$ cat src/common/ccs_map.vh
// Constants of the clock source, PLL and start-up controller.
`ifndef CCS_MAP_VH
`define CCS_MAP_VH

// Clock source select setting codes; a zero bit is a programmed bit.
`define CCS_SEL_EXT 4'h0
`define CCS_SEL_PLL 4'h1
`define CCS_SEL_RC 4'h2
`define CCS_SEL_COMPAT 4'h3
`define CCS_SEL_128K 4'h4
`define CCS_SEL_LFX 4'h6

// Decoded source classes.
`define CCS_SRC_EXT 3'h0
`define CCS_SRC_PLL 3'h1
`define CCS_SRC_RC 3'h2
`define CCS_SRC_COMPAT 3'h3
`define CCS_SRC_128K 3'h4
`define CCS_SRC_LFX 3'h5
`define CCS_SRC_XTAL 3'h6
`define CCS_SRC_RSVD 3'h7

// Sleep modes.
`define CCS_MODE_IDLE 2'h1
`define CCS_MODE_NOISE 2'h2
`define CCS_MODE_PDOWN 2'h3

// PLL control/status bit positions and reset values.
`define CCS_CSR_LOCK_BIT 0
`define CCS_CSR_EN_BIT 1
`define CCS_CSR_SLOW_BIT 7
`define CCS_CSR_EN_RST 1'h0
`define CCS_CSR_SLOW_RST 1'h0

// PLL factors and nominal frequencies in kHz.
`define CCS_PLL_MULT_NORM 4'h8
`define CCS_PLL_MULT_COMPAT 4'h4
`define CCS_PCK_KHZ_NORM 17'h0fa00
`define CCS_PCK_KHZ_LOW 17'h07d00
`define CCS_PCK_KHZ_COMPAT 17'h06400
`define CCS_SYS_KHZ_PLL 17'h03e80
`define CCS_SYS_KHZ_COMPAT 17'h00640

// Start-up counts: selected-clock cycles and watchdog oscillator cycles.
`define CCS_CK_NONE 16'h0000
`define CCS_CK_1 16'h0001
`define CCS_CK_6 16'h0006
`define CCS_CK_14 16'h000e
`define CCS_CK_1K 16'h0400
`define CCS_CK_14_1K 16'h040e
`define CCS_CK_14_16K 16'h400e
`define CCS_CK_16K 16'h4000
`define CCS_CK_32K 16'h8000
`define CCS_WDT_4MS 16'h0200
`define CCS_WDT_64MS 16'h2000

`endif

$ cat src/logic/ccs_clock_ctrl.v
// Clock source decode, PLL control and start-up sequencer of the clock system.
// Functional notes
// - PLL makes a fast clock at eight times its source, the RC oscillator.
// - Low-speed select halves the PLL source, giving a 32 MHz fast clock.
// - Low-speed select cannot be set while the PLL clock is the system clock.
// - PLL runs when its enable bit is set or select is 0001 or 0011.
// - Locked flag in the PLL control/status register shows once PLL locks.
// - RC oscillator and PLL stop in power-down.
// - Compatibility mode runs RC at 6.4 MHz and PLL times four, 25.6 MHz.
// - Compatibility mode offers no low-speed PLL source halving.
// - Compatibility mode divides the system clock by four, giving 1.6 MHz.
// - Select codes map to external, PLL, RC, 128 kHz, low-freq and crystal.
// - A setting bit of one is unprogrammed, zero is programmed.
// - Power-down wake delay counts selected-clock cycles and holds off execution.
// - Reset delay uses watchdog oscillator: 512 cycles 4 ms, 8192 cycles 64 ms.
// - External clock: 6 cycles from power-down; reset 14 cycles plus 0/4/64 ms.
// - Select 0001 divides the PLL output by four for a 16 MHz system clock.
// - PLL clock: wake 14 plus 1K/16K cycles plus 4/64 ms; reset 4 ms.
// - Fast clock or prescaled version may clock Timer/Counter1 or the system.
// - Converter has its own clock domain running while core and I/O halt.
// - Flash interface clock is gated together with the core clock.
// - Fast clock frequency follows changes of the oscillator calibration value.
`timescale 1ns/1ns
`include "ccs_map.vh"
module ccs_clock_ctrl #(
    parameter [15:0] WDT_LONG_CYC = `CCS_WDT_64MS,
    parameter [15:0] WDT_SHORT_CYC = `CCS_WDT_4MS,
    parameter [15:0] CK_LONG_CYC = `CCS_CK_14_16K,
    parameter [15:0] CK_XTAL_CYC = `CCS_CK_16K,
    parameter [15:0] CK_LFX_LONG_CYC = `CCS_CK_32K
) (
    input wire sys_clk,
    input wire reset,
    input wire [3:0] clock_source_select_setting,
    input wire [1:0] startup_time_setting,
    input wire sel_clk_in,
    input wire wdt_osc_in,
    input wire pll_lock_in,
    input wire csr_wr,
    input wire csr_wdata_enable,
    input wire csr_wdata_slow,
    input wire sleep_req,
    input wire [1:0] sleep_mode,
    input wire wake_event,
    input wire [7:0] oscillator_calibration_value,
    input wire tc1_fast_req,
    output reg [7:0] pll_control_status_reg,
    output reg pll_locked_flag,
    output reg pll_on_ff,
    output reg pll_src_div2_ff,
    output reg [3:0] pll_mult_ff,
    output reg rc_osc_on_ff,
    output reg rc_compat_ff,
    output reg sys_div4_ff,
    output reg [2:0] sys_src_ff,
    output reg tc1_fast_sel_ff,
    output reg [16:0] pck_nominal_khz_ff,
    output reg [16:0] sys_nominal_khz_ff,
    output reg [7:0] pll_trim_ff,
    output reg pck_retune_ff,
    output reg core_clk_en_ff,
    output reg io_clk_en_ff,
    output reg flash_interface_clock_en_ff,
    output reg converter_clock_en_ff,
    output reg int_reset_ff,
    output reg exec_hold_ff
);
    localparam [2:0] ST_RST_CK = 3'h0;
    localparam [2:0] ST_RST_WDT = 3'h1;
    localparam [2:0] ST_RUN = 3'h2;
    localparam [2:0] ST_SLEEP = 3'h3;
    localparam [2:0] ST_WAKE_CK = 3'h4;
    localparam [2:0] ST_WAKE_WDT = 3'h5;

    reg [3:0] sel_ff;
    reg [1:0] stup_ff;
    reg [2:0] src;
    reg [2:0] state_ff;
    reg [2:0] nxt_state;
    reg load_ff;
    reg [1:0] light_mode_ff;
    reg [1:0] nxt_light_mode;
    reg pll_en_ff;
    reg slow_ff;
    reg [15:0] rst_ck;
    reg [15:0] rst_wdt;
    reg [15:0] wake_ck;
    reg [15:0] wake_wdt;
    reg [15:0] cnt_val;
    wire [2:0] async_bus;
    wire [2:0] lvl_bus;
    wire [2:0] rise_bus;
    wire cnt_done;
    wire wdt_phase;
    wire cnt_tick;
    wire pll_is_sys;
    wire compat;
    wire pll_want;
    wire nxt_locked;
    wire nxt_run;

    assign async_bus = {pll_lock_in, wdt_osc_in, sel_clk_in};

    // Selected clock, watchdog oscillator and lock indication cross into sys_clk.
    genvar gi;
    generate
        for (gi = 0; gi < 3; gi = gi + 1) begin : g_sync
            ccs_sync3 u_sync (
                .sys_clk(sys_clk),
                .reset(reset),
                .async_in(async_bus[gi]),
                .level_ff(lvl_bus[gi]),
                .rise_ff(rise_bus[gi])
            );
        end
    endgenerate

    // Non-volatile settings are captured while reset is held and stay fixed afterwards.
    always @(posedge sys_clk) begin
        if (reset) begin
            sel_ff <= clock_source_select_setting;
            stup_ff <= startup_time_setting;
        end
    end

    // Raw bit values are decoded directly: a one is unprogrammed, a zero programmed.
    always @* begin
        case (sel_ff)
            `CCS_SEL_EXT: src = `CCS_SRC_EXT;
            `CCS_SEL_PLL: src = `CCS_SRC_PLL;
            `CCS_SEL_RC: src = `CCS_SRC_RC;
            `CCS_SEL_COMPAT: src = `CCS_SRC_COMPAT;
            `CCS_SEL_128K: src = `CCS_SRC_128K;
            `CCS_SEL_LFX: src = `CCS_SRC_LFX;
            default: src = sel_ff[3] ? `CCS_SRC_XTAL : `CCS_SRC_RSVD;
        endcase
    end

    assign pll_is_sys = (src == `CCS_SRC_PLL);
    assign compat = (src == `CCS_SRC_COMPAT);

    // Start-up counts per source class and start-up setting.
    always @* begin
        rst_ck = `CCS_CK_14;
        wake_ck = `CCS_CK_6;
        wake_wdt = `CCS_CK_NONE;
        case (stup_ff)
            2'h0: rst_wdt = `CCS_CK_NONE;
            2'h1: rst_wdt = WDT_SHORT_CYC;
            default: rst_wdt = WDT_LONG_CYC;
        endcase
        case (src)
            `CCS_SRC_PLL: begin
                rst_ck = `CCS_CK_NONE;
                rst_wdt = WDT_SHORT_CYC;
                wake_ck = stup_ff[0] ? CK_LONG_CYC : `CCS_CK_14_1K;
                wake_wdt = stup_ff[1] ? WDT_LONG_CYC : WDT_SHORT_CYC;
            end
            `CCS_SRC_COMPAT: begin
                wake_ck = (stup_ff == 2'h3) ? `CCS_CK_1 : `CCS_CK_6;
                case (stup_ff)
                    2'h2: rst_wdt = WDT_SHORT_CYC;
                    2'h3: rst_wdt = `CCS_CK_NONE;
                    default: rst_wdt = WDT_LONG_CYC;
                endcase
            end
            `CCS_SRC_LFX: begin
                rst_ck = `CCS_CK_NONE;
                rst_wdt = (stup_ff == 2'h0) ? WDT_SHORT_CYC : WDT_LONG_CYC;
                wake_ck = stup_ff[1] ? CK_LFX_LONG_CYC : `CCS_CK_1K;
            end
            `CCS_SRC_XTAL: begin
                rst_wdt = WDT_LONG_CYC;
                wake_ck = CK_XTAL_CYC;
            end
            default: begin
                wake_ck = `CCS_CK_6;
            end
        endcase
    end

    // Count value for the phase being entered.
    always @* begin
        case (state_ff)
            ST_RST_CK: cnt_val = rst_ck;
            ST_RST_WDT: cnt_val = rst_wdt;
            ST_WAKE_CK: cnt_val = wake_ck;
            ST_WAKE_WDT: cnt_val = wake_wdt;
            default: cnt_val = `CCS_CK_NONE;
        endcase
    end

    assign wdt_phase = (state_ff == ST_RST_WDT) || (state_ff == ST_WAKE_WDT);
    assign cnt_tick = wdt_phase ? rise_bus[1] : rise_bus[0];

    ccs_delay_cnt u_cnt (
        .sys_clk(sys_clk),
        .reset(reset),
        .load(load_ff),
        .load_val(cnt_val),
        .tick(cnt_tick),
        .done(cnt_done)
    );

    // Sequencer: selected-clock phase, then watchdog phase, then release.
    always @* begin
        nxt_state = state_ff;
        nxt_light_mode = light_mode_ff;
        case (state_ff)
            ST_RST_CK: if (cnt_done) nxt_state = ST_RST_WDT;
            ST_RST_WDT: if (cnt_done) nxt_state = ST_RUN;
            ST_RUN: begin
                if (wake_event) begin
                    nxt_light_mode = 2'h0;
                end else if (sleep_req && sleep_mode == `CCS_MODE_PDOWN) begin
                    nxt_state = ST_SLEEP;
                end else if (sleep_req) begin
                    nxt_light_mode = sleep_mode;
                end
            end
            ST_SLEEP: if (wake_event) nxt_state = ST_WAKE_CK;
            ST_WAKE_CK: if (cnt_done) nxt_state = ST_WAKE_WDT;
            ST_WAKE_WDT: if (cnt_done) nxt_state = ST_RUN;
            default: nxt_state = ST_RST_CK;
        endcase
    end

    // State register; the counter reloads on each phase change.
    always @(posedge sys_clk) begin
        if (reset) begin
            state_ff <= ST_RST_CK;
            load_ff <= 1'b1;
            light_mode_ff <= 2'h0;
        end else begin
            state_ff <= nxt_state;
            load_ff <= (nxt_state != state_ff);
            light_mode_ff <= (nxt_state == ST_RUN) ? nxt_light_mode : 2'h0;
        end
    end

    assign nxt_run = (nxt_state == ST_RUN);

    // Clock gating and hold outputs follow the sequencer and sleep mode.
    always @(posedge sys_clk) begin
        if (reset) begin
            core_clk_en_ff <= 1'b0;
            flash_interface_clock_en_ff <= 1'b0;
            io_clk_en_ff <= 1'b0;
            converter_clock_en_ff <= 1'b0;
            int_reset_ff <= 1'b1;
            exec_hold_ff <= 1'b1;
        end else begin
            core_clk_en_ff <= nxt_run && nxt_light_mode == 2'h0;
            flash_interface_clock_en_ff <= nxt_run && nxt_light_mode == 2'h0;
            io_clk_en_ff <= nxt_run && nxt_light_mode != `CCS_MODE_NOISE;
            converter_clock_en_ff <= nxt_run;
            int_reset_ff <= (nxt_state == ST_RST_CK) || (nxt_state == ST_RST_WDT);
            exec_hold_ff <= !nxt_run;
        end
    end

    // Control bits of the PLL control/status register.
    always @(posedge sys_clk) begin
        if (reset) begin
            pll_en_ff <= `CCS_CSR_EN_RST;
            slow_ff <= `CCS_CSR_SLOW_RST;
        end else if (csr_wr) begin
            pll_en_ff <= csr_wdata_enable;
            slow_ff <= csr_wdata_slow && !pll_is_sys && !compat;
        end
    end

    assign pll_want = pll_en_ff || sel_ff == `CCS_SEL_PLL || sel_ff == `CCS_SEL_COMPAT;
    assign nxt_locked = pll_on_ff && lvl_bus[2];

    // PLL and oscillator control; both stop in power-down.
    always @(posedge sys_clk) begin
        if (reset) begin
            pll_on_ff <= 1'b0;
            rc_osc_on_ff <= 1'b0;
            pll_locked_flag <= 1'b0;
            pll_control_status_reg <= 8'h00;
        end else begin
            pll_on_ff <= pll_want && state_ff != ST_SLEEP;
            rc_osc_on_ff <= state_ff != ST_SLEEP;
            pll_locked_flag <= nxt_locked;
            pll_control_status_reg <= 8'h00;
            pll_control_status_reg[`CCS_CSR_LOCK_BIT] <= nxt_locked;
            pll_control_status_reg[`CCS_CSR_EN_BIT] <= pll_en_ff;
            pll_control_status_reg[`CCS_CSR_SLOW_BIT] <= slow_ff;
        end
    end

    // Multiplier, dividers, source and nominal frequencies.
    always @(posedge sys_clk) begin
        if (reset) begin
            pll_mult_ff <= `CCS_PLL_MULT_NORM;
            pll_src_div2_ff <= 1'b0;
            rc_compat_ff <= 1'b0;
            sys_div4_ff <= 1'b0;
            sys_src_ff <= `CCS_SRC_EXT;
            tc1_fast_sel_ff <= 1'b0;
            pck_nominal_khz_ff <= `CCS_PCK_KHZ_NORM;
            sys_nominal_khz_ff <= 17'h00000;
        end else begin
            pll_mult_ff <= compat ? `CCS_PLL_MULT_COMPAT : `CCS_PLL_MULT_NORM;
            pll_src_div2_ff <= slow_ff;
            rc_compat_ff <= compat;
            sys_div4_ff <= pll_is_sys || compat;
            sys_src_ff <= src;
            tc1_fast_sel_ff <= tc1_fast_req && nxt_locked;
            if (compat) begin
                pck_nominal_khz_ff <= `CCS_PCK_KHZ_COMPAT;
            end else if (slow_ff) begin
                pck_nominal_khz_ff <= `CCS_PCK_KHZ_LOW;
            end else begin
                pck_nominal_khz_ff <= `CCS_PCK_KHZ_NORM;
            end
            if (pll_is_sys) begin
                sys_nominal_khz_ff <= `CCS_SYS_KHZ_PLL;
            end else if (compat) begin
                sys_nominal_khz_ff <= `CCS_SYS_KHZ_COMPAT;
            end else begin
                sys_nominal_khz_ff <= 17'h00000;
            end
        end
    end

    // The PLL trim follows calibration; a change raises a one-cycle retune pulse.
    always @(posedge sys_clk) begin
        if (reset) begin
            pll_trim_ff <= 8'h00;
            pck_retune_ff <= 1'b0;
        end else begin
            pll_trim_ff <= oscillator_calibration_value;
            pck_retune_ff <= oscillator_calibration_value != pll_trim_ff;
        end
    end
endmodule

$ cat src/logic/ccs_sync3.v
// Three-stage synchroniser with agreement filter and rising-edge pulse.
`timescale 1ns/1ns
module ccs_sync3 (
    input wire sys_clk,
    input wire reset,
    input wire async_in,
    output reg level_ff,
    output reg rise_ff
);
    reg s1_ff;
    reg s2_ff;
    reg s3_ff;

    // The first stage feeds only the second; a change counts once stages two and three agree.
    always @(posedge sys_clk) begin
        if (reset) begin
            s1_ff <= 1'b0;
            s2_ff <= 1'b0;
            s3_ff <= 1'b0;
            level_ff <= 1'b0;
            rise_ff <= 1'b0;
        end else begin
            s1_ff <= async_in;
            s2_ff <= s1_ff;
            s3_ff <= s2_ff;
            rise_ff <= 1'b0;
            if (s2_ff == s3_ff) begin
                level_ff <= s3_ff;
                rise_ff <= s3_ff & ~level_ff;
            end
        end
    end
endmodule

$ cat src/logic/ccs_delay_cnt.v
// Loadable down counter that times start-up phases in selected-clock or watchdog oscillator ticks.
`timescale 1ns/1ns
module ccs_delay_cnt (
    input wire sys_clk,
    input wire reset,
    input wire load,
    input wire [15:0] load_val,
    input wire tick,
    output wire done
);
    reg [15:0] cnt_ff;
    wire [15:0] nxt_cnt;

    // Counts down one per tick and rests at zero.
    assign nxt_cnt = load ? load_val : ((tick && cnt_ff != 16'h0000) ? cnt_ff - 16'h0001 : cnt_ff);
    assign done = (cnt_ff == 16'h0000) && !load;

    // Counter register.
    always @(posedge sys_clk) begin
        if (reset) begin
            cnt_ff <= 16'h0000;
        end else begin
            cnt_ff <= nxt_cnt;
        end
    end
endmodule

$ cat config.mk
export PLATFORM = sky130hd
export DESIGN_NAME = ccs_clock_ctrl
export DESIGN_NICKNAME = d
export VERILOG_FILES = /design/src/logic/ccs_clock_ctrl.v /design/src/logic/ccs_sync3.v /design/src/logic/ccs_delay_cnt.v
export VERILOG_INCLUDE_DIRS = /design/src /design/src/common
export SDC_FILE = /design/constraint.sdc
export NUM_CORES = 1
export LEC_CHECK = 0
export BUFFER_PORTS_ARGS = -buffer_cell sky130_fd_sc_hd__buf_2
export CAP_MARGIN = 20
export CORE_MARGIN = 2
export CORE_UTILIZATION = 34
export DETAILED_ROUTE_END_ITERATION = 7
export PLACE_DENSITY = 0.56
export SYNTH_ARGS = -nofsm -noshare
export SYNTH_HDL_FRONTEND = slang
export SYNTH_SLANG_ARGS = --single-unit
$ cat constraint.sdc
create_clock -name sys_clk -period 2.95 [get_ports sys_clk]
set_input_delay 0.59 -clock sys_clk [delete_from_list [all_inputs] [get_ports sys_clk]]
set_output_delay 0.59 -clock sys_clk [all_outputs]
set_load 0.01 [all_outputs]
* Word level (Yosys, flattened, before mapping)
Index checks and enable logic that the tools add are counted.
** Storage, ports and cells
- Bits in registers :: 114
- Bits of input ports :: 27
- Output and inout bits :: 71
- Logic and storage cells :: 146
** Operators by class
- Add/subtract/negate cells :: 1
- Equality and inequality tests :: 27
- Mux-type cells :: 33
- Bitwise operators :: 7
- Reduce and logical (&&, ||, !) cells :: 34
** Operators with widths (number)
- 16-bit one-hot mux with 4 select lines :: 3
- 16-bit two-way mux :: 5
- 14-bit two-way mux :: 4
- 14-bit one-hot mux with 2 select lines :: 2
- 3-bit two-way mux :: 7
- 3-bit one-hot mux with 6 select lines :: 1
- 16-bit logical NOT :: 1
- 16-bit nonzero test :: 1
- 16-bit by 1-bit subtractor with 16-bit output (second input constant) :: 1
- 15-bit two-way mux :: 1
- 3-bit one-hot mux with 5 select lines :: 1
- 2-bit OR reduction :: 7
- 3-bit by 2-bit equality test with 1-bit output (second input constant) :: 4
- 3-bit equality test (second input constant) :: 4
- 11-bit two-way mux :: 1
- 1-bit logical AND :: 10
- 3-bit by 1-bit equality test with 1-bit output (second input constant) :: 3
- 4-bit by 2-bit equality test with 1-bit output (second input constant) :: 2
- 4-bit by 3-bit equality test with 1-bit output (second input constant) :: 2
- 2-bit two-way mux :: 4
- 4-bit two-way mux :: 2
- 8-bit inequality test :: 1
- 2-bit equality test (second input constant) :: 3
- 3-bit logical NOT :: 2
- 14 further kinds :: 30

* Logic depth before layout (Yosys ltp)
Gate-level depths: netlist of the first run.
- Word-level depth :: 8
- Depth in mapped cells :: 8
- Gate-level depth less buffers :: 7

* Cells and area by module
A second synthesis of the first run with hierarchy kept.
** Unflattened totals
- Cell total of the unflattened synthesis :: 406
- Area total of the unflattened synthesis :: 3797.4 um^2
** Modules (own cells, without submodules)
- ccs_clock_ctrl :: times used 1, cells an instance 228, area each 2107.0 um^2, seq. area each 980.9 um^2
- ccs_delay_cnt :: times used 1, cells an instance 142, area each 1243.7 um^2, seq. area each 320.3 um^2
- ccs_sync3 :: times used 3, cells an instance 12, area each 148.9 um^2, seq. area each 100.1 um^2

* Worst setup path after synthesis of the first run
Ideal clock, no wire load.
- Path type :: flip-flop to flip-flop
- From :: register u_cnt.cnt_ff[0]
- To :: register u_cnt.cnt_ff[6]
- Library setup time :: 0.070 ns
- Arrival :: 1.719 ns
- Required time :: 2.880 ns
- Setup slack :: 1.161 ns
- Cell stages (with the launch flop) :: 9
- Path buffers :: 1
- Period minus slack after synthesis :: 1.789 ns
- Cells stage by stage :: dfxtp_1 > inv_1 > ha_1 > nor4b_1 > nand4_2 > buf_2 > nand3_1 > or4_1 > a21oi_1
** On the way
- Word-level cells in the longest chain between the ends :: 3
- Elaborated cells on any way between the ends :: 6
- Classes of those cells :: 1 x add/sub; 2 x mux; 3 x reduce/logical
** RTL lines
- start, declared :: RTL line ccs_delay_cnt.v:11 : reg [15:0] cnt_ff;
- start signal, assigned :: RTL line ccs_delay_cnt.v:23 : cnt_ff <= nxt_cnt;
- 16-bit by 1-bit subtractor with 16-bit output or 16-bit nonzero test (tied branches) :: RTL line ccs_delay_cnt.v:15 : assign nxt_cnt = load ? load_val : ((tick && cnt_ff != 16'h0000) ? cnt_ff - 16'h0001 : cnt_ff);
- 16-bit two-way mux or 1-bit logical AND (tied branches) :: RTL line ccs_delay_cnt.v:15
- 16-bit two-way mux or 2-bit nonzero test (tied branches)
Several ways; a longest one is shown, not always the timed one. The select of a mux whose other input is x is not followed.
A chain may end at the register's enable or synchronous reset.

* Worst setup path after layout of the first run
- From :: register state_ff[0]
- To :: register u_cnt.cnt_ff[6]
** On the way
- Word-level cells in the longest chain between the ends :: 5
- Elaborated cells on any way between the ends :: 10
- Classes of those cells :: 3 x eq/ne; 3 x mux; 4 x reduce/logical
** RTL lines
- start, declared :: RTL line ccs_clock_ctrl.v:78 : reg [2:0] state_ff;
- start signal, assigned :: RTL line ccs_clock_ctrl.v:235 : state_ff <= nxt_state;
- 3-bit by 1-bit equality test with 1-bit output or 3-bit equality test (tied branches) :: RTL line ccs_clock_ctrl.v:184, ccs_clock_ctrl.v:193
- 1-bit logical OR :: RTL line ccs_clock_ctrl.v:193 : assign wdt_phase = (state_ff == ST_RST_WDT) || (state_ff == ST_WAKE_WDT);
- 1-bit two-way mux :: RTL line ccs_clock_ctrl.v:194 : assign cnt_tick = wdt_phase ? rise_bus[1] : rise_bus[0];
- 1-bit logical AND :: RTL line ccs_delay_cnt.v:15
- 2-bit nonzero test (no line)
Several ways; a longest one is shown, not always the timed one.

==> reports/qor.txt, run 1 <==
status = complete, no violations
H-tree Lvls = 3
drt first pass iters = 4
slew margin rel. = 65.4%
initial core utilization = 34.5%
Fmax achieved = 0.456 GHz
pin slew with the least headroom to its limit = 0.516 ns
post-synth top area share = 39.5%
total power = 2.94 mW
post-route ant nets = 0
CORE AREA = 10100 um^2
cell taking the most area after synthesis = dfxtp_1
first-pass GRT wire length = 11.8 mm
Max Transition Viols Final = 0
CTS hold repair buffers = 0
FILL cells = 1014
Slowest-stage cell, CP = dfxtp_1
Final Hold Fails = 0
CTS tree = yes
area growth from synthesis to final layout = 14.1%
share of cells above drive strength 1 = 23.6%
Synth area leaders = dfxtp_1 40%, buf_4 8.6%, edfxtp_1 5.2%
clock slew at reported path FFs = 0.09 ns
gpl congestion = 0.847
fraction of registers with async set/reset = 0%
kind of critical path = reg -> reg
clk_skew = 0.0130 ns
n_diodes = 0
vias post-DR = 2704
worst-path cell chain = nand2b_1 -> mux2_2 -> nand3_1 -> or4_1 -> a21oi_1
Setup Buffers After CTS = 0
top post-synthesis cells by count = 69 x dfxtp_1, 40 x buf_4, 26 x a21oi_1, 24 x nor2_1, 22 x nor2b_1
final wirelength = 7.25 mm
Die Area = 11100 um^2
Post-synth EDFFs = 6
synthesized cell area = 3490 um^2
PwrDens = 738 nW/um^2
Synth warnings = 0
VDD IR max = 294 uV
clk_lat worst skew = 0.36 ns
Synth cell types = 68
total grt overflow = 0
initial antenna violation count = 0
CTS Sinks = 75
Inst Count DP = 556
register with the most flip-flops = u_cnt.cnt_ff
Leak = 1.73 nW
Seq/Total Area, Yosys = 44.7%
worst-case clock buffer depth = 2
crit-path max cell delay = 0.63 ns
IO Port Bufs = 69
count leader, synth = dfxtp_1
cts bufs inserted = 9
non-filler instance count after layout = 572
RSZ-0062 raised after global routing = no
pin count of the biggest net entering global routing = 28
Largest register FFs = 16
wire length per cell after detailed routing = 12.7 um
worst min path class = in -> reg
Top Ports = 98
Setup Viol. Count Final = 0
critical path arrival = 2.48 ns
ys flop type = dfxtp_1
drt drc = 0
Startpoint Class = flop
fin crit period = 2.19 ns
number of max-cap violations = 0
post-cts sizing count = 0
critical path fanouts, max = 16
drt first-iter violations = 81
Root Buffer = clkbuf_8
post-DP HPWL = 5.24 mm
Top Registers = u_cnt.cnt_ff (16), pll_trim_ff (8)
CP endpoint kind = flop
number of synthesized register bits = 75
Row Count = 37
height of the die = 105 um
Tcrit/Tclk final = 74.3%
Synth Area per Inst = 9.24 um^2
Total GRT Usage = 13.3%
vias in the first global route = 2465
nets@finish = 460
setup_tns = 0 ns
Worst Path Required = 3.24 ns
Die Wd = 105 um
DR vias/cell = 4.73
Mapped Cells = 378
==> final cells by class <==
class                   count  area, um^2  area share, %
inverters                  15        56.3           1.41
clock buffers               9         124           3.11
repair buffers             72         368           9.23
flip-flops and latches     75        1560           39.2
well taps                 136         170           4.27
multi-input cells         258        1610           40.4
clock inverters             7        95.1           2.39
==> worst max-delay path, delay by kind of cell (launching register included) <==
kind | cells | cell delay, ns
muxes | 1 | 0.48
AOI/OAI and AO/OA | 1 | 0.16
DFF | 1 | 0.63
and+or+nand+nor | 3 | 0.86
==> metrics by stage <==
stage	util, %	cell area (um^2)	setup WS [ns]	hold slack [ns]
6_report	39.3	3990	0.759	0.404
5_1_grt	39.3	3990	0.529	0.378
4_1_cts	39.3	3990	0.748	0.389
3_5_place_dp	37.1	3770	0.780	0.432
3_3_place_gp	37.1	3770	0.871	0.416
2_1_floorplan	-	3590	1.16	0.414
==> logic make-up (layout without fill, tap and decap cells) <==
kind of cell / count (synthesis) / after routing / synth area share, %
compound gates: 81 / 81 / 15.5
xor+xnor: 12 / 12 / 3.01
fa+ha+maj: 2 / 2 / 0.716
buf+inv: 71 / 103 / 12.0
flops: 75 / 75 / 44.7
mux: 3 / 3 / 0.895
other cells: 2 / 28 / 0.215
simple gates: 132 / 132 / 22.9
==> path summary, 6_finish.rpt <==
| check | from | end | slack [ns] | cells past startpoint |
|---|---|---|---|---|
| setup / recovery | state_ff[0] | u_cnt.cnt_ff[6] | 0.76 | 5 |
| hold / removal | startup_time_setting[1] | stup_ff[1] | 0.40 | 1 |
| setup reg to reg | state_ff[0] | u_cnt.cnt_ff[6] | 0.76 | 5 |
| hold reg to reg | g_sync[2].u_sync.s1_ff | g_sync[2].u_sync.s2_ff | 0.45 | 1 |
==> where the power goes <==
group | switching [mW] | leakage, nW | internal (mW)
Clock | 0.447 | 0.111 | 0.415
Combinational | 0.502 | 0.999 | 0.321
Sequential | 0.133 | 0.623 | 1.12
Total | 1.08 | 1.73 | 1.86
==> layout by cell type (no fill, tap or decap), drive strengths merged, types with 3 or more instances in the layout <==
master and count:
a211oi 3, a21oi 27, a31oi 5, and3 3
and3b 3, buf 72, clkbuf 9, clkinv 3
conb 28, dfxtp 69, edfxtp 6, inv 18
nand2 19, nand2b 8, nand3 10, nand4 4
nand4b 4, nor2 24, nor2b 22, nor3 10
nor3b 3, nor4 5, nor4b 3, o21ai 17
o31ai 5, or3 3, xor2 12
==> routing by layer <==
metal  GRT usage [%]  part of all wire [%]  wire (um)
met1            16.5                    45       3300
met2            21.0                    47       3380
met3            4.27                   6.1        440
met4            6.19                   1.8        131
met5               0                     0          0
Power figures use the tool's default switching activity.
==> inputs of run 2 (changes only) <==
--- a/config.mk
+++ b/config.mk
@@ -6,12 +6,13 @@
 export SDC_FILE = /design/constraint.sdc
 export NUM_CORES = 1
 export LEC_CHECK = 0
+export ABC_AREA = 1
 export BUFFER_PORTS_ARGS = -buffer_cell sky130_fd_sc_hd__buf_2
 export CAP_MARGIN = 20
 export CORE_MARGIN = 2
 export CORE_UTILIZATION = 34
 export DETAILED_ROUTE_END_ITERATION = 7
-export PLACE_DENSITY = 0.56
+export PLACE_DENSITY = 0.57
 export SYNTH_ARGS = -nofsm -noshare
 export SYNTH_HDL_FRONTEND = slang
 export SYNTH_SLANG_ARGS = --single-unit
==> constraint.sdc (replaced) <==
create_clock -name sys_clk -period 2 [get_ports sys_clk]
set_input_delay 0.4 -clock sys_clk [delete_from_list [all_inputs] [get_ports sys_clk]]
set_output_delay 0.4 -clock sys_clk [all_outputs]
set_load 0.01 [all_outputs]
==> reports/qor.txt, run 2 <==
initial core utilization = 34.8%
critical path arrival = 1.91 ns
CTS tree = yes
drt first-iter violations = 104
Final Hold Fails = 0
Setup Viol. Count Final = 0
Place WS = 0.356 ns
worst min path class = in -> reg
Root Buffer = clkbuf_8
post-synth top area share = 36.6%
number of max-cap violations = 0
kind of critical path = reg -> reg
final worst slack = 0.332 ns
PwrDens = 1130 nW/um^2
post-cts sizing count = 0
Tcrit/Tclk final = 83.4%
crit-path max cell delay = 0.37 ns
clk_skew = 0.0114 ns
initial antenna violation count = 0
top post-synthesis cells by count = 78 x nor2_1, 73 x nand2_1, 69 x dfxtp_1, 66 x inv_1, 41 x buf_4
Row Count = 38
worst-case clock buffer depth = 2
Setup Buffers After CTS = 0
CP endpoint kind = flop
Fmax achieved = 0.600 GHz
fraction of registers with async set/reset = 0%
CORE AREA = 10800 um^2
Mapped Cells = 489
Largest register FFs = 16
post-route cell area = 4290 um^2
Synth area leaders = dfxtp_1 37%, buf_4 8.2%, nor2_1 7.8%
synthesized cell area = 3770 um^2
H-tree Lvls = 3
total grt overflow = 0
most frequent CP cell = nand2_8
share of cells above drive strength 1 = 24.5%
nets@finish = 580
final wirelength = 7.55 mm
Synth warnings = 0
Cell Area, Placed = 4080 um^2
first-pass GRT wire length = 12.9 mm
Max Transition Viols Final = 0
cts bufs inserted = 9
register with the most flip-flops = u_cnt.cnt_ff
clock slew at reported path FFs = 0.09 ns
area growth from synthesis to final layout = 13.8%
n_diodes = 0
drt first pass iters = 4
Top Ports = 98
Leak = 2.10 nW
critical path fanouts, max = 18
drt drc = 0
Top Registers = u_cnt.cnt_ff (16), pll_trim_ff (8)
Worst Path Required = 2.24 ns
Seq/Total Area, Yosys = 41.4%
gpl congestion = 0.863
setup_tns = 0 ns
number of synthesized register bits = 75
most common cell after layout, fill and taps aside = nor2_1
Synth Area per Inst = 7.71 um^2
DR vias/cell = 4.35
Post-synth EDFFs = 6
Die Area = 11900 um^2
status = complete, no violations
count leader, synth = nor2_1
pin count of the biggest net entering global routing = 46
height of the die = 109 um
commonest non-fill, non-tap cells in the layout = 78 x nor2_1, 73 x nand2_1, 69 x dfxtp_1, 69 x buf_2, 66 x inv_1
post-route ant nets = 0
vias post-DR = 3029
CTS hold repair buffers = 0
Slowest-stage cell, CP = dfxtp_1
Synth cell types = 42
RSZ-0062 raised after global routing = no
VDD IR max = 375 uV
ys flop type = dfxtp_1
Total GRT Usage = 13.8%
Die Wd = 109 um
worst-path cell chain = inv_1 -> ha_1 -> nand3_2 -> nor2_8 -> nand2_4 -> nand2_8 -> nand2_8 -> clkinv_1 -> nor2_1 -> a21oi_1
Startpoint Class = flop
IO Port Bufs = 69
vias in the first global route = 2826
post-DP HPWL = 5.81 mm
CTS Sinks = 75
clk_lat worst skew = 0.35 ns
fin crit period = 1.67 ns
wire length per cell after detailed routing = 10.9 um
cell taking the most area after synthesis = dfxtp_1
[run 2: cells by family after synthesis]
kind of cell    count (synthesis)  share of synthesized area (%)
fa+ha+maj                       2                          0.663
compound gates                 51                           8.26
buf+inv                       121                           16.6
flops                          75                           41.4
xor+xnor                       10                           2.32
other cells                     2                          0.199
simple gates                  228                           30.5
[run 2: final timing paths]
| kind | startpoint | endpoint | slack (ns) | cells past startpoint |
|---|---|---|---|---|
| worst max-delay path | u_cnt.cnt_ff[0] | u_cnt.cnt_ff[15] | 0.33 | 10 |
| worst min-delay path | clock_source_select_setting[1] | sel_ff[1] | 0.23 | 1 |
| worst max register to register | u_cnt.cnt_ff[0] | u_cnt.cnt_ff[15] | 0.33 | 10 |
| worst min register to register | g_sync[0].u_sync.s1_ff | g_sync[0].u_sync.s2_ff | 0.41 | 2 |
[run 2: power breakdown]
group | internal [mW] | total, mW | leakage, nW | switching (mW)
sequential | 1.67 | 1.84 | 0.624 | 0.169
combinational | 0.648 | 1.82 | 1.37 | 1.17
clock | 0.597 | 1.21 | 0.103 | 0.608
[run 2: layer usage]
| metal | GRT usage, % | wire length, um |
|---|---|---|
| met2 | 22.5 | 3670 |
| met4 | 5.70 | 128 |
| met1 | 17.2 | 3340 |
| met3 | 3.62 | 420 |
| met5 | 0 | 0 |
[run 2: layout make-up]
type | count | area, um^2
fill | 1146 | 6550
multi-input combinational | 319 | 1680
sequential | 75 | 1560
timing repair buffer | 74 | 395
inverter | 72 | 270
tap | 140 | 175
clock buffer | 9 | 124
clock inverter | 7 | 85.1
[run 2: through the flow]
stage,util (%),power [mW],cells,hold WS [ns]
after detailed placement,37.7,3.69,680,0.395
after floorplan,-,3.38,515,0.388
after global routing,39.6,5.24,696,0.197
after CTS,39.6,4.93,696,0.207
final,39.6,4.86,696,0.228
after global placement,37.7,3.67,680,0.390
[run 2: worst max-delay path, delay by kind of cell, from the launching register on]
family          cells  cell delay [ns]
simple gates        6             0.63
fa+ha+maj           1             0.22
compound gates      1             0.08
flops               1             0.37
buf+inv             2             0.26
==> inputs of run 3 (changes only) <==
--- a/config.mk
+++ b/config.mk
@@ -12,7 +12,7 @@
 export CORE_MARGIN = 2
 export CORE_UTILIZATION = 34
 export DETAILED_ROUTE_END_ITERATION = 7
-export PLACE_DENSITY = 0.57
+export PLACE_DENSITY = 0.55
 export SYNTH_ARGS = -nofsm -noshare
 export SYNTH_HDL_FRONTEND = slang
 export SYNTH_SLANG_ARGS = --single-unit
==> constraint.sdc (replaced) <==
create_clock -name sys_clk -period 1.6 [get_ports sys_clk]
set_input_delay 0.32 -clock sys_clk [delete_from_list [all_inputs] [get_ports sys_clk]]
set_output_delay 0.32 -clock sys_clk [all_outputs]
set_load 0.01 [all_outputs]
==> reports/qor.txt, run 3 (synthesis gave the netlist of run 2 again) <==
Worst Path Required = 1.89 ns
pin count of the biggest net entering global routing = 46
first-pass GRT wire length = 13.1 mm
Inst Count DP = 690
number of max-cap violations = 0
Reg2Reg Setup Slack = 0.08 ns
status = complete, no violations
fin crit period = 1.52 ns
height of the die = 109 um
initial core utilization = 34.8%
Fmax achieved = 0.658 GHz
drt first-iter violations = 133
Root Buffer = clkbuf_8
Top Registers = u_cnt.cnt_ff (16), pll_trim_ff (8)
clock slew at reported path FFs = 0.07 ns
total internal power = 3.60 mW
wire length per cell after detailed routing = 11.1 um
CP endpoint kind = flop
R2R cell count = 8
Net Sw Power = 2.43 mW
CTS Sinks = 75
most common cell after layout, fill and taps aside = nor2_1
commonest non-fill, non-tap cells in the layout = 75 x nor2_1, 72 x nand2_1, 69 x buf_2
Total GRT Usage = 14.0%
Setup Viol. Count Final = 0
clock share of power = 20.5%
Top Ports = 98
n_diodes = 0
worst min path class = in -> reg
Die Area = 11900 um^2
register with the most flip-flops = u_cnt.cnt_ff
clk_skew = 0.00390 ns
PwrDens = 1370 nW/um^2
hold endpoint = sel_ff[1]
critical path arrival = 1.81 ns
kind of critical path = reg -> reg
H-tree Lvls = 3
total grt overflow = 0
Hold Path Depth = 1
Tcrit/Tclk final = 95.0%
Max Transition Viols Final = 0
Startpoint Class = flop
Die Wd = 109 um
clk_lat worst skew = 0.34 ns
initial antenna violation count = 0
vias post-DR = 3118
gpl congestion = 0.793
Multi-input gate area = 1750 um^2
sequential power share = 38.3%
vias in the first global route = 2962
nets@finish = 594
non-filler instance count after layout = 709
post-route cell area = 4410 um^2
Largest register FFs = 16
drt drc = 0
worst hold start = clock_source_select_setting[1]
post-route ant nets = 0
Reg area = 1560 um^2
drt first pass iters = 4
sw frac = 40.3%
worst r2r dst = light_mode_ff[1]
Row Count = 38
critical path fanouts, max = 4
Final Util = 40.7%
final wirelength = 7.87 mm
share of cells above drive strength 1 = 27.9%
Final Hold Fails = 0
area growth from synthesis to final layout = 17.0%
worst-case clock buffer depth = 2
Fin Hold WS = 0.151 ns
RSZ-0062 raised after global routing = yes
CORE AREA = 10800 um^2
Cell Area, Placed = 4160 um^2
Comb pwr share = 41.2%
IO Port Bufs = 69
cts bufs inserted = 9
Critical R2R Launch = u_cnt.cnt_ff[1]
CTS tree = yes
crit path from = u_cnt.cnt_ff[1]
VDD IR max = 496 uV
post-DP HPWL = 5.95 mm
FILL cells = 1120
Leak = 2.14 nW
DR vias/cell = 4.40
==> run 3: cell count changes in the layout (fill, tap and decap cells not counted), sizes merged <==
| cell | change |
|---|---|
| buf | +13 |
| bufinv | -1 |
| clkbuf | +2 |
| clkinvlp | +1 |
| inv | -3 |
| nand2 | +1 |
==> run 3: routing by layer <==
layer	global-route usage [%]	vias to the layer above	part of all wire [%]
met1	16.8	1409	45
met3	3.14	10	5.1
met5	0	-	0
met4	6.42	0	1.8
li1	-	1623	-
met2	23.8	76	48
==> run 3: layout make-up <==
type	count	area share [%]
Multi-Input combinational cell	320	39.6
Sequential cell	75	35.5
Timing Repair Buffer	87	11.2
Inverter	72	6.13
Tap cell	140	3.97
Clock buffer	11	2.98
Clock inverter	4	0.652
==> run 3: repair_timing <==
action,in CTS,in global routing
hold buffers,0,0
resized for setup,0,16
cloned,0,1
setup buffers,0,3
pin swaps,1,5
endpoints found under the setup margin,1,20
==> run 3: worst max-delay path: stages (launching register included) <==
cell	delay, ns
dfxtp_2	0.34
inv_2	0.08
ha_4	0.14
nand3_4	0.09
nor2_8	0.16
nand4_1	0.20
nand2_2	0.19
nand4_4	0.14
nor2_2	0.12
==> run 3: stage by stage <==
step | total power [mW] | TNS (ns) | worst slack, ns
2_1_floorplan | 4.23 | 0 | 0.102
3_3_place_gp | 4.62 | 0 | 0.0567
3_5_place_dp | 4.65 | 0 | 0.0145
4_1_cts | 5.91 | 0 | 0.0137
5_1_grt | 6.52 | -0.0671 | -0.0328
6_report | 6.03 | 0 | 0.0794
==> run 3: power groups by stage <==
stage               registers [mW]  logic (mW)  clock network [mW]
floorplan                     2.31        1.92                   0
global placement              2.33        2.30                   0
detailed placement            2.34        2.32                   0
CTS                           2.29        2.32                1.29
global route                  2.34        2.82                1.36
finish                        2.31        2.48                1.23
==> run 3: how the worst max path moves through the flow <==
stage / end / slack, ns / cells past startpoint
after floorplan: u_cnt.cnt_ff[14] / 0.10 / 10
after global placement: u_cnt.cnt_ff[10] / 0.06 / 11
after detailed placement: u_cnt.cnt_ff[10] / 0.01 / 11
after CTS: u_cnt.cnt_ff[15] / 0.01 / 10
after global routing: light_mode_ff[1] / -0.03 / 8
final: light_mode_ff[1] / 0.08 / 8
